**src/design/liu_cfg_pkg.sv**
```systemverilog
// shared constants and types for the line unit global configuration bank
// assumes a 32-bit ahb-lite register bus, one word per register index
`default_nettype none
package liu_cfg_pkg;

   // ----------------------------------------
   // register indices (byte address = 4 * index)
   // ----------------------------------------
   localparam logic [29:0] idx_first_global_control = 30'h0fe1;
   localparam logic [29:0] idx_master_clock_rate_config = 30'h0fe4;
   localparam logic [29:0] idx_interrupt_summary = 30'h0fea;
   localparam logic [29:0] idx_transmit_timing_channel_enables = 30'h0ff0;
   localparam logic [29:0] idx_receive_timing_channel_enables = 30'h0ff1;
   localparam logic [29:0] idx_event_status = 30'h0ff8;
   localparam logic [29:0] idx_event_mask = 30'h0ff9;

   // ----------------------------------------
   // field positions
   // ----------------------------------------
   localparam int global_transmit_timing_bit = 7;
   localparam int global_receive_timing_bit = 6;
   localparam int channel0_flag_bit = 0;
   localparam int ev_channel0_bit = 0;
   localparam int ev_reserved_rate_bit = 1;
   localparam int num_channels = 8;
   localparam int num_events = 2;

   // ----------------------------------------
   // reset values
   // ----------------------------------------
   localparam logic [7:0] rst_master_clock_rate_config = 8'h01;
   localparam logic [7:0] rst_first_global_control = 8'h00;
   localparam logic [7:0] rst_channel_enables = 8'h00;
   localparam logic [1:0] rst_events = 2'h0;

   // ----------------------------------------
   // rate select codes
   // ----------------------------------------
   localparam logic [3:0] code_2048_a = 4'h0;
   localparam logic [3:0] code_1544_a = 4'h1;
   localparam logic [3:0] code_4096 = 4'h8;
   localparam logic [3:0] code_3088 = 4'h9;
   localparam logic [3:0] code_8192 = 4'ha;
   localparam logic [3:0] code_6176 = 4'hb;
   localparam logic [3:0] code_16384 = 4'hc;
   localparam logic [3:0] code_12352 = 4'hd;
   localparam logic [3:0] code_2048_b = 4'he;
   localparam logic [3:0] code_1544_b = 4'hf;

   typedef enum logic [3:0] {
      rate_2048, rate_1544, rate_4096, rate_3088, rate_8192,
      rate_6176, rate_16384, rate_12352, rate_reserved
   } rate_t;

   typedef enum logic [1:0] {bus_idle, bus_write, bus_read} bus_state_t;

   typedef struct packed {
      logic [7:0] tx_active;
      logic [7:0] rx_active;
      logic global_tx;
      logic global_rx;
   } timing_ctl_t;

endpackage : liu_cfg_pkg
`default_nettype wire

```
**src/design/rate_decode.sv**
```systemverilog
// decodes the four-bit master clock rate select code
// assumes a stable code from a register; purely combinational
`timescale 1ns/1ps
`default_nettype none
module rate_decode (
   // code in
   input wire logic [3:0] code,
   // decoded rate
   output liu_cfg_pkg::rate_t rate
);
   always_comb begin
      case (code)
         liu_cfg_pkg::code_2048_a, liu_cfg_pkg::code_2048_b: rate = liu_cfg_pkg::rate_2048;
         liu_cfg_pkg::code_1544_a, liu_cfg_pkg::code_1544_b: rate = liu_cfg_pkg::rate_1544;
         liu_cfg_pkg::code_4096: rate = liu_cfg_pkg::rate_4096;
         liu_cfg_pkg::code_3088: rate = liu_cfg_pkg::rate_3088;
         liu_cfg_pkg::code_8192: rate = liu_cfg_pkg::rate_8192;
         liu_cfg_pkg::code_6176: rate = liu_cfg_pkg::rate_6176;
         liu_cfg_pkg::code_16384: rate = liu_cfg_pkg::rate_16384;
         liu_cfg_pkg::code_12352: rate = liu_cfg_pkg::rate_12352;
         default: rate = liu_cfg_pkg::rate_reserved;
      endcase
   end
endmodule : rate_decode
`default_nettype wire

```
**src/design/line_unit_global_config_regs.sv**
```systemverilog
// global configuration and status registers of the line unit
// assumes a single ahb-lite master; channel event is synchronous to hclk
//
// Added by the designer: the AHB-Lite slave port.
`timescale 1ns/1ps
`default_nettype none

module line_unit_global_config_regs (
   // clock and reset
   input wire logic hclk,
   input wire logic hresetn,
   // ahb-lite slave
   input wire logic hsel,
   input wire logic [31:0] haddr,
   input wire logic [1:0] htrans,
   input wire logic hwrite,
   input wire logic [2:0] hsize,
   input wire logic [31:0] hwdata,
   input wire logic hready,
   output logic hreadyout,
   output logic hresp,
   output logic [31:0] hrdata,
   // channel 0 interrupt event, one pulse per occurrence
   input wire logic channel0_event,
   // configuration outputs
   output logic [3:0] master_clock_rate_select,
   output liu_cfg_pkg::rate_t master_clock_rate,
   output liu_cfg_pkg::timing_ctl_t timing,
   // interrupt
   output logic irq
);

   // ----------------------------------------
   // state
   // ----------------------------------------
   liu_cfg_pkg::bus_state_t bus_state;
   logic [29:0] idx;
   logic [7:0] rate_cfg;
   logic [7:0] gcr1;
   logic [7:0] tx_en;
   logic [7:0] rx_en;
   logic channel0_interrupt_flag;
   logic [1:0] ev_status;
   logic [1:0] ev_mask;
   logic accept;
   logic do_write;
   logic do_read;
   logic [31:0] rd_mux;
   logic [1:0] ev_set;
   liu_cfg_pkg::rate_t next_rate;
   logic [7:0] next_tx_active;
   logic [7:0] next_rx_active;

   // hsize is ignored: only whole-word transfers are expected
   assign accept = hsel && hready && htrans[1];
   assign do_write = (bus_state == liu_cfg_pkg::bus_write);
   assign do_read = (bus_state == liu_cfg_pkg::bus_read);

   // ----------------------------------------
   // bus sequencing
   // ----------------------------------------
   // reads take one wait state so a write just before is already visible
   always_ff @(posedge hclk or negedge hresetn) begin
      if (!hresetn) begin
         bus_state <= liu_cfg_pkg::bus_idle;
         idx <= 30'h0;
         hreadyout <= 1'b1;
      end else if (accept) begin
         bus_state <= hwrite ? liu_cfg_pkg::bus_write : liu_cfg_pkg::bus_read;
         idx <= haddr[31:2];
         hreadyout <= hwrite;
      end else begin
         bus_state <= liu_cfg_pkg::bus_idle;
         hreadyout <= 1'b1;
      end
   end

   always_ff @(posedge hclk or negedge hresetn) begin
      if (!hresetn) begin
         hresp <= 1'b0;
      end else begin
         hresp <= 1'b0;
      end
   end

   // ----------------------------------------
   // read mux
   // ----------------------------------------
   always_comb begin
      rd_mux = 32'h0;
      case (idx)
         liu_cfg_pkg::idx_first_global_control: rd_mux[7:0] = gcr1;
         liu_cfg_pkg::idx_master_clock_rate_config: rd_mux[7:0] = rate_cfg;
         liu_cfg_pkg::idx_interrupt_summary: rd_mux[liu_cfg_pkg::channel0_flag_bit] = channel0_interrupt_flag;
         liu_cfg_pkg::idx_transmit_timing_channel_enables: rd_mux[7:0] = tx_en;
         liu_cfg_pkg::idx_receive_timing_channel_enables: rd_mux[7:0] = rx_en;
         liu_cfg_pkg::idx_event_status: rd_mux[1:0] = ev_status;
         liu_cfg_pkg::idx_event_mask: rd_mux[1:0] = ev_mask;
         default: rd_mux = 32'h0;
      endcase
   end

   always_ff @(posedge hclk or negedge hresetn) begin
      if (!hresetn) begin
         hrdata <= 32'h0;
      end else if (do_read) begin
         hrdata <= rd_mux;
      end
   end

   // ----------------------------------------
   // configuration registers
   // ----------------------------------------
   // rate select, all eight written bits stored
   always_ff @(posedge hclk or negedge hresetn) begin
      if (!hresetn) begin
         rate_cfg <= liu_cfg_pkg::rst_master_clock_rate_config;
      end else if (do_write && idx == liu_cfg_pkg::idx_master_clock_rate_config) begin
         rate_cfg <= hwdata[7:0];
      end
   end

   // global enables held here with plain storage bits
   always_ff @(posedge hclk or negedge hresetn) begin
      if (!hresetn) begin
         gcr1 <= liu_cfg_pkg::rst_first_global_control;
      end else if (do_write && idx == liu_cfg_pkg::idx_first_global_control) begin
         gcr1 <= hwdata[7:0];
      end
   end

   always_ff @(posedge hclk or negedge hresetn) begin
      if (!hresetn) begin
         tx_en <= liu_cfg_pkg::rst_channel_enables;
      end else if (do_write && idx == liu_cfg_pkg::idx_transmit_timing_channel_enables) begin
         tx_en <= hwdata[7:0];
      end
   end

   always_ff @(posedge hclk or negedge hresetn) begin
      if (!hresetn) begin
         rx_en <= liu_cfg_pkg::rst_channel_enables;
      end else if (do_write && idx == liu_cfg_pkg::idx_receive_timing_channel_enables) begin
         rx_en <= hwdata[7:0];
      end
   end

   // ----------------------------------------
   // channel 0 summary flag
   // ----------------------------------------
   // read clears, a same-cycle event keeps it set
   always_ff @(posedge hclk or negedge hresetn) begin
      if (!hresetn) begin
         channel0_interrupt_flag <= 1'b0;
      end else if (channel0_event) begin
         channel0_interrupt_flag <= 1'b1;
      end else if (do_read && idx == liu_cfg_pkg::idx_interrupt_summary) begin
         channel0_interrupt_flag <= 1'b0;
      end
   end

   // ----------------------------------------
   // event status, mask and interrupt
   // ----------------------------------------
   // reserved-code writes are flagged so software can catch the mistake
   always_comb begin
      ev_set = 2'h0;
      ev_set[liu_cfg_pkg::ev_channel0_bit] = channel0_event;
      ev_set[liu_cfg_pkg::ev_reserved_rate_bit] = do_write &&
         idx == liu_cfg_pkg::idx_master_clock_rate_config && hwdata[3:1] != 3'h0 && hwdata[3] == 1'b0;
   end

   always_ff @(posedge hclk or negedge hresetn) begin
      if (!hresetn) begin
         ev_status <= liu_cfg_pkg::rst_events;
      end else if (do_write && idx == liu_cfg_pkg::idx_event_status) begin
         ev_status <= (ev_status & ~hwdata[1:0]) | ev_set;
      end else begin
         ev_status <= ev_status | ev_set;
      end
   end

   always_ff @(posedge hclk or negedge hresetn) begin
      if (!hresetn) begin
         ev_mask <= liu_cfg_pkg::rst_events;
      end else if (do_write && idx == liu_cfg_pkg::idx_event_mask) begin
         ev_mask <= hwdata[1:0];
      end
   end

   always_ff @(posedge hclk or negedge hresetn) begin
      if (!hresetn) begin
         irq <= 1'b0;
      end else begin
         irq <= |(ev_status & ev_mask);
      end
   end

   // ----------------------------------------
   // rate decode and timing outputs
   // ----------------------------------------
   rate_decode u_rate_decode (
      .code(rate_cfg[3:0]),
      .rate(next_rate)
   );

   always_ff @(posedge hclk or negedge hresetn) begin
      if (!hresetn) begin
         master_clock_rate_select <= liu_cfg_pkg::rst_master_clock_rate_config[3:0];
         master_clock_rate <= liu_cfg_pkg::rate_1544;
      end else begin
         master_clock_rate_select <= rate_cfg[3:0];
         master_clock_rate <= next_rate;
      end
   end

   // each channel gated only by its own bit and the global bit
   for (genvar ch = 0; ch < liu_cfg_pkg::num_channels; ch++) begin : g_chan
      assign next_tx_active[ch] = tx_en[ch] && gcr1[liu_cfg_pkg::global_transmit_timing_bit];
      assign next_rx_active[ch] = rx_en[ch] && gcr1[liu_cfg_pkg::global_receive_timing_bit];
   end

   // globals go out to the line driver and recovery logic
   always_ff @(posedge hclk or negedge hresetn) begin
      if (!hresetn) begin
         timing <= '0;
      end else begin
         timing.tx_active <= next_tx_active;
         timing.rx_active <= next_rx_active;
         timing.global_tx <= gcr1[liu_cfg_pkg::global_transmit_timing_bit];
         timing.global_rx <= gcr1[liu_cfg_pkg::global_receive_timing_bit];
      end
   end
endmodule : line_unit_global_config_regs
`default_nettype wire

```
**config.mk**
```make
export PLATFORM = sky130hd
export DESIGN_NAME = line_unit_global_config_regs
export DESIGN_NICKNAME = d
export VERILOG_FILES = /design/src/design/liu_cfg_pkg.sv /design/src/design/rate_decode.sv /design/src/design/line_unit_global_config_regs.sv
export SDC_FILE = /design/constraint.sdc
export NUM_CORES = 1
export LEC_CHECK = 0
export ABC_CLOCK_PERIOD_IN_PS = 5030
export BUFFER_PORTS_ARGS = -buffer_cell sky130_fd_sc_hd__buf_2
export CELL_PAD_IN_SITES_DETAIL_PLACEMENT = 1
export CELL_PAD_IN_SITES_GLOBAL_PLACEMENT = 1
export CORE_UTILIZATION = 40
export CTS_BUF_LIST = sky130_fd_sc_hd__clkbuf_4 sky130_fd_sc_hd__clkbuf_8
export CTS_CLUSTER_DIAMETER = 120
export CTS_CLUSTER_SIZE = 20
export DETAILED_ROUTE_END_ITERATION = 10
export GPL_TIMING_DRIVEN = 1
export PLACE_DENSITY_LB_ADDON = 0.15
export SYNTH_ARGS = -nofsm -noshare
export SYNTH_HDL_FRONTEND = slang
export SYNTH_HIERARCHICAL = 1
export SYNTH_SLANG_ARGS = --single-unit
```
**constraint.sdc**
```tcl
create_clock -name hclk -period 5.03 [get_ports hclk]
set_clock_uncertainty 0.15 [all_clocks]
set_input_delay 0.7545 -clock hclk [delete_from_list [all_inputs] [get_ports hclk]]
set_output_delay 0.7545 -clock hclk [all_outputs]
set_load 0.03 [all_outputs]
```
==> results of run 1 <==
-- registers in the layout, indices dropped and copies added (netlist names), 2 cells and up --
register and count:
ev_status 2, hrdata 8, rx_en 8, gcr1 8
master_clock_rate_select 4, ev_mask 2, tx_en 8, idx 30
timing 18, bus_state 2, rate_cfg 8, master_clock_rate 4
-- worst max-delay path: stages, from the launching register on --
cell     delay (ns)
dfrtp_1        0.39
nor4_1         0.35
nand4_1        0.72
nor4_4         0.87
mux2_2         0.41
-- cell usage after synthesis (3+ instances only) --
cell,n,area share
inv_1,11,0.0091
nor3_1,8,0.0088
nand2_1,5,0.0041
a221o_1,6,0.013
nor2_1,11,0.0091
nor4_4,3,0.014
buf_4,25,0.041
nand3_1,3,0.0033
dfrtp_1,101,0.56
mux2i_1,6,0.013
mux2_2,64,0.16
clkbuf_1,5,0.0041
dfstp_2,4,0.023
and2_1,17,0.023
buf_1,3,0.0025
or4_1,3,0.0050
buf_2,3,0.0033
a22o_1,7,0.013
nor4_1,4,0.0055
nand2b_1,4,0.0055
-- how the worst max path moves through the flow --
stage / endpoint / slack [ns] / cells past startpoint
detailed placement: rx_en[1] / 2.02 / 4
global placement: rx_en[0] / 2.07 / 4
CTS: rx_en[1] / 2.01 / 4
global route: rx_en[3] / 1.87 / 4
finish: rx_en[1] / 2.04 / 4
floorplan: rate_cfg[1] / 2.84 / 4
-- layer usage --
layer,vias to the layer above,global-route usage,wire (um)
met2,66,0.2803,4612
met5,-,0,0
met3,7,0.04822,398
met1,1412,0.2090,3997
met4,0,0.05212,85
li1,1289,-,-
-- power by group through the flow --
stage               combinational, W  clock (W)  sequential (W)
global route                0.000177   0.000594        0.000953
global placement            0.000158          0        0.000957
detailed placement          0.000163          0        0.000960
finish                      0.000160   0.000540        0.000942
floorplan                   0.000146          0        0.000928
CTS                         0.000163   0.000560        0.000943
-- final cells by class --
cell class              instances  area (um2)  share of cell area
clock inverters                 2       37.54            0.007222
inverters                      11       41.29            0.007944
multi-input cells             200        1727              0.3322
well taps                     140       175.2             0.03370
repair buffers                 82       417.9             0.08040
clock buffers                  13       166.4             0.03202
flip-flops and latches        105        2633              0.5065
-- metrics by stage --
| stage | total power (W) | std cells | area (um2) | utilization | setup WS (ns) |
|---|---|---|---|---|---|
| 6_report | 0.001643 | 553 | 5197 | 0.4753 | 2.040 |
| 5_1_grt | 0.001724 | 553 | 5197 | 0.4753 | 1.867 |
| 4_1_cts | 0.001666 | 553 | 5197 | 0.4753 | 2.006 |
| 3_5_place_dp | 0.001123 | 538 | 4994 | 0.4566 | 2.020 |
| 3_3_place_gp | 0.001115 | 538 | 4994 | 0.4566 | 2.074 |
| 2_1_floorplan | 0.001074 | 352 | 4633 | - | 2.839 |
-- cells by family after synthesis --
| logic type | after synthesis | synth area share |
|---|---|---|
| and+or+nand+nor | 76 | 0.1253 |
| AOI/OAI and AO/OA | 26 | 0.04957 |
| other | 1 | 0.0008254 |
| muxes | 72 | 0.1818 |
| buffers and inverters | 47 | 0.06031 |
| adders and majority gates | 1 | 0.002754 |
| DFF | 105 | 0.5795 |
-- cell usage in the layout, fill, tap and decap left out, types with 4 or more instances in the layout --
cell | Yosys | routed
dfrtp_1 | 101 | 101
buf_2 | 3 | 79
mux2_2 | 64 | 64
conb_1 | 1 | 25
and2_1 | 17 | 17
inv_1 | 11 | 11
nor2_1 | 11 | 11
clkbuf_8 | 0 | 11
nor3_1 | 8 | 8
a22o_1 | 7 | 7
mux2i_1 | 6 | 6
a221o_1 | 6 | 6
nand2_1 | 5 | 5
nor4_1 | 4 | 4
nand2b_1 | 4 | 4
dfstp_2 | 4 | 4
==> qor.yml, run 1 <==
synth-edff-count: 0
internal_power_w: 0.001227
p_comb_frac: 0.097
root_buffer: "clkbuf_8"
fp-row-count: 38
cts_max_path_buffers: 2
yosysSeqAreaShare: 0.5795
grt_pass1_wl_um: 14660
syn_inst: 328
ant_nets: 0
final.min_clock_period_ns: 2.990
n_fill_cell: 1153
crit_path_start: "idx[23]"
clkPwrFrac: 0.329
reg2regPathDepth: 4
drc: 0
syn-cell-area_um2: 4543
setup_violations: 0
maxSlewViolCount: 0
min_path_cells: 0
overflow: 0
async_reset_ff_frac: 1.000
min_path_type: "flop to flop"
grt_pass1_vias: 2847
grt.total_usage: 0.1677
postCtsResizedCells: 0
critical_path_arrival_ns: 3.10
routed_via_density: 5.016
finalHoldViolCount: 0
clk_pin_slew_ns: 0.09
ir_worst_vdd_mv: 0.1144
p_switching_w: 0.0004161
start_util: 0.4154
power.density_nw_per_um2: 316.1
grt_max_degree: 74
ys.flop_type: "dfrtp_1"
cts_sinks: 105
yosysWarningCount: 6
fin_nets: 485
cts_tree: "yes"
synth_cell_types: 49
finalSetupTns_ns: 0
crit_type: "flop to flop"
die_w_um: 108.6
cellLeakagePower_nw: 2.614
r2r-end: "rx_en[1]"
tightest_slew_ns: 0.9191
cts_hold_buf: 0
syn_to_final_growth_pct: 14.40
worstHoldStart: "rate_cfg[0]"
grt_setup_unrepaired: "no"
period_share: 0.5944
cts_setup_buffers: 0
cp_max_fo: 12
cp-end-kind: "flop"
timing.slew.headroom: 0.3873
whs_ns: 0.2551
wl_per_cell_um: 16.44
reg2reg_from: "idx[23]"
antenna_found_initial: 0
reg2reg_slack_ns: 2.04
routed_wl_um: 9094
status: "finished, final reports clean"
required_ns: 5.14
vias: 2774
htree_levels: 3
core_um2: 10940
ys_seq_elements: 105
cp-start-kind: "flop"
dieArea_um2: 11790
drv_cap: 0
drtIter0Drc: 85
min_to: "master_clock_rate_select[0]"
pin_count: 136
fp.dieH_um: 108.6
io_buffers: 80
clock_latency_ns: 0.37
swShare: 0.2533
gp_congestion: 0.7366
numCtsBuffers: 9
n_antenna_cell: 0
timing.fmax_mhz: 334.4
drive_gt1_frac: 0.4383
syn_area_per_cell_um2: 13.85
place_hpwl_um: 6462
seqPwrFrac: 0.574
drt-pass1-iter-count: 4
No activity file was read; power rests on OpenSTA's default activity.
==> run 2, diff against run 1 <==
--- a/config.mk
+++ b/config.mk
@@ -5,11 +5,11 @@
 export SDC_FILE = /design/constraint.sdc
 export NUM_CORES = 1
 export LEC_CHECK = 0
-export ABC_CLOCK_PERIOD_IN_PS = 5030
+export ABC_CLOCK_PERIOD_IN_PS = 2500
 export BUFFER_PORTS_ARGS = -buffer_cell sky130_fd_sc_hd__buf_2
 export CELL_PAD_IN_SITES_DETAIL_PLACEMENT = 1
 export CELL_PAD_IN_SITES_GLOBAL_PLACEMENT = 1
-export CORE_UTILIZATION = 40
+export CORE_UTILIZATION = 38
 export CTS_BUF_LIST = sky130_fd_sc_hd__clkbuf_4 sky130_fd_sc_hd__clkbuf_8
 export CTS_CLUSTER_DIAMETER = 120
 export CTS_CLUSTER_SIZE = 20
==> constraint.sdc (replaced) <==
create_clock -name hclk -period 2.5 [get_ports hclk]
set_clock_uncertainty 0.15 [all_clocks]
set_input_delay 0.375 -clock hclk [delete_from_list [all_inputs] [get_ports hclk]]
set_output_delay 0.375 -clock hclk [all_outputs]
set_load 0.03 [all_outputs]
==> run 2 against run 1 <==
The run now ends with design-rule violations left. Via count rose by 1.2%. Sequential cell count did not move. Design area rose by 2.6%. Setup slack worse by 1.8 ns. Highest routed layer unchanged.
==> qor.yml, run 2 (synthesized netlist as in run 1, its figures left out) <==
status: "finished with violations"  # was finished, final reports clean
failed_checks: "design-rule violations"
cellLeakagePower_nw: 2.696  # was 2.614 nW
ant_nets: 0  # unchanged
grt.total_usage: 0.1652  # was 0.1677
grt-busiest-layer: "met2"  # unchanged
clk_pin_slew_ns: 0.09  # about the same
slowest_stage: "nor4_2"  # was nor4_4
finalSetupTns_ns: 0  # unchanged
dp_slack_ns: 0.1811  # was 2.020 ns
tightest_slew_ns: 0.5501  # was 0.9191 ns
timing.slew.headroom: 0.6332  # was 0.3873
core_um2: 11520  # was 10940 um2
cts_tree: "yes"  # unchanged
drt-pass1-iter-count: 7  # was 4
drc: 14  # was 0
r2r-end: "rate_cfg[7]"  # was rx_en[1]
reg2reg_slack_ns: 0.22  # was 2.04 ns
fin_area_um2: 5330  # was 5197 um2
path_delay_family: "simple AND/OR/NAND/NOR gates"  # unchanged
path_cells: "nor4_2, nand4_4, nor4_4, buf_4, mux2_2"  # was nor4_1, nand4_1, nor4_4, mux2_2
whs_ns: 0.07097  # was 0.2551 ns
numCtsBuffers: 9  # unchanged
htree_levels: 3  # unchanged
die_w_um: 111.3  # was 108.6 um
regArea_um2: 2633  # unchanged
reg2reg_from: "idx[24]"  # was idx[23]
cp-start-kind: "flop"  # unchanged
power.density_nw_per_um2: 624.0  # was 316.1 nW/um2
period_share: 0.9126  # was 0.5944
crit_end: "rate_cfg[7]"  # was rx_en[1]
cp.depth: 5  # was 4
root_buffer: "clkbuf_8"  # unchanged
top_register: "idx"  # unchanged
clock_latency_ns: 0.38  # was 0.37 ns
met3_usage: 0.04300  # was 0.04822
postCtsResizedCells: 0  # unchanged
max_stage_delay_ns: 0.48  # was 0.87 ns
reg2regPathDepth: 5  # was 4
place_hpwl_um: 6715  # was 6462 um
grt_pass1_wl_um: 15630  # was 14660 um
gp_congestion: 0.7352  # was 0.7366
required_ns: 2.62  # was 5.14 ns
multi_input_area_um2: 1727  # unchanged
fin_nets: 499  # was 485
timing.fmax_mhz: 438.3  # was 334.4 MHz
wl_per_cell_um: 16.50  # was 16.44 um
cp_num_buf_inv: 1  # was 0
cp_max_fo: 8  # was 12
pin_count: 136  # unchanged
crit_path_start: "idx[24]"  # was idx[23]
crit_type: "flop to flop"  # unchanged
overflow: 0  # unchanged
io_buffers: 80  # unchanged
routed_wl_um: 9421  # was 9094 um
dieArea_um2: 12400  # was 11790 um2
mostFrequentLayoutCells: "dfrtp_1 (101), buf_2 (79), mux2_2 (64)"  # unchanged
routed_via_density: 4.914  # was 5.016
maxSlewViolCount: 0  # unchanged
reg_top3: "idx (30), timing (18)"  # unchanged
fp.dieH_um: 111.3  # was 108.6 um
grt_setup_unrepaired: "no"  # unchanged
ir_worst_vdd_mv: 0.2926  # was 0.1144 mV
start_util: 0.3945  # was 0.4154
antenna_found_initial: 0  # unchanged
vias: 2806  # was 2774
drtIter0Drc: 107  # was 85
n_fill_cell: 1214  # was 1153
cp-end-kind: "flop"  # unchanged
syn_to_final_growth_pct: 17.32  # was 14.40%
critical_path_arrival_ns: 2.40  # was 3.10 ns
drive_gt1_frac: 0.4556  # was 0.4383
grt_max_degree: 106  # was 74
cts_max_path_buffers: 2  # unchanged
fp-row-count: 39  # was 38
final_common_cell: "dfrtp_1"  # unchanged
setup_violations: 0  # unchanged
setup_slack_ns: 0.2186  # was 2.040 ns
finalHoldViolCount: 0  # unchanged
min_path_type: "input port to flop"  # was flop to flop
grt_pass1_vias: 2955  # was 2847
drv_cap: 0  # unchanged
n_antenna_cell: 0  # unchanged
final.min_clock_period_ns: 2.281  # was 2.990 ns
grt_use_met1: 0.2098  # was 0.2090
largest_reg_flops: 30  # unchanged
dpl_cell_area_um2: 5120  # was 4994 um2
cts_sinks: 105  # unchanged
grt_use_met2: 0.2692  # was 0.2803
[run 2: metrics by stage]
step / utilization / std cells / total power, W
after floorplan: - / 352 / 0.002162
after global placement: 0.4446 / 554 / 0.002264
after detailed placement: 0.4446 / 554 / 0.002283
after CTS: 0.4628 / 571 / 0.003378
after global routing: 0.4628 / 571 / 0.003491
final: 0.4628 / 571 / 0.003326
[run 2: layout make-up]
type,count,area share
Sequential cell,105,0.4939
Multi-Input combinational cell,200,0.3239
Timing Repair Buffer,96,0.1033
Tap cell,143,0.03357
Clock buffer,13,0.03005
Inverter,11,0.007746
Clock inverter,3,0.007512
[run 2: where the power goes]
group | switching (W) | leakage, nW | internal (W)
combinational | 0.000203 | 1.21 | 0.000160
sequential | 0.0000888 | 1.38 | 0.00179
clock | 0.000562 | 0.108 | 0.000522
total | 0.000853 | 2.70 | 0.00247
[run 2: how the worst min path moves through the flow]
stage | startpoint | endpoint | cells past startpoint
floorplan | hresetn | bus_state[0] | 0
global placement | rate_cfg[0] | master_clock_rate_select[0] | 0
detailed placement | rate_cfg[0] | master_clock_rate_select[0] | 0
CTS | haddr[11] | idx[9] | 2
global route | haddr[25] | idx[23] | 2
finish | haddr[6] | idx[4] | 2
[run 2: layer usage]
layer  wire [um]  part of all wire  vias to the layer above
li1            -                 -                     1317
met1        4208              0.45                     1403
met2        4580              0.49                       74
met3         483             0.051                       12
met4         149             0.016                        0
met5           0                 0                        -
[run 2: repair_timing]
action	in CTS	in global routing
buffers inserted	0	0
hold buffers	1	0
hold endpoints to repair	101	0
setup endpoints to repair	0	0
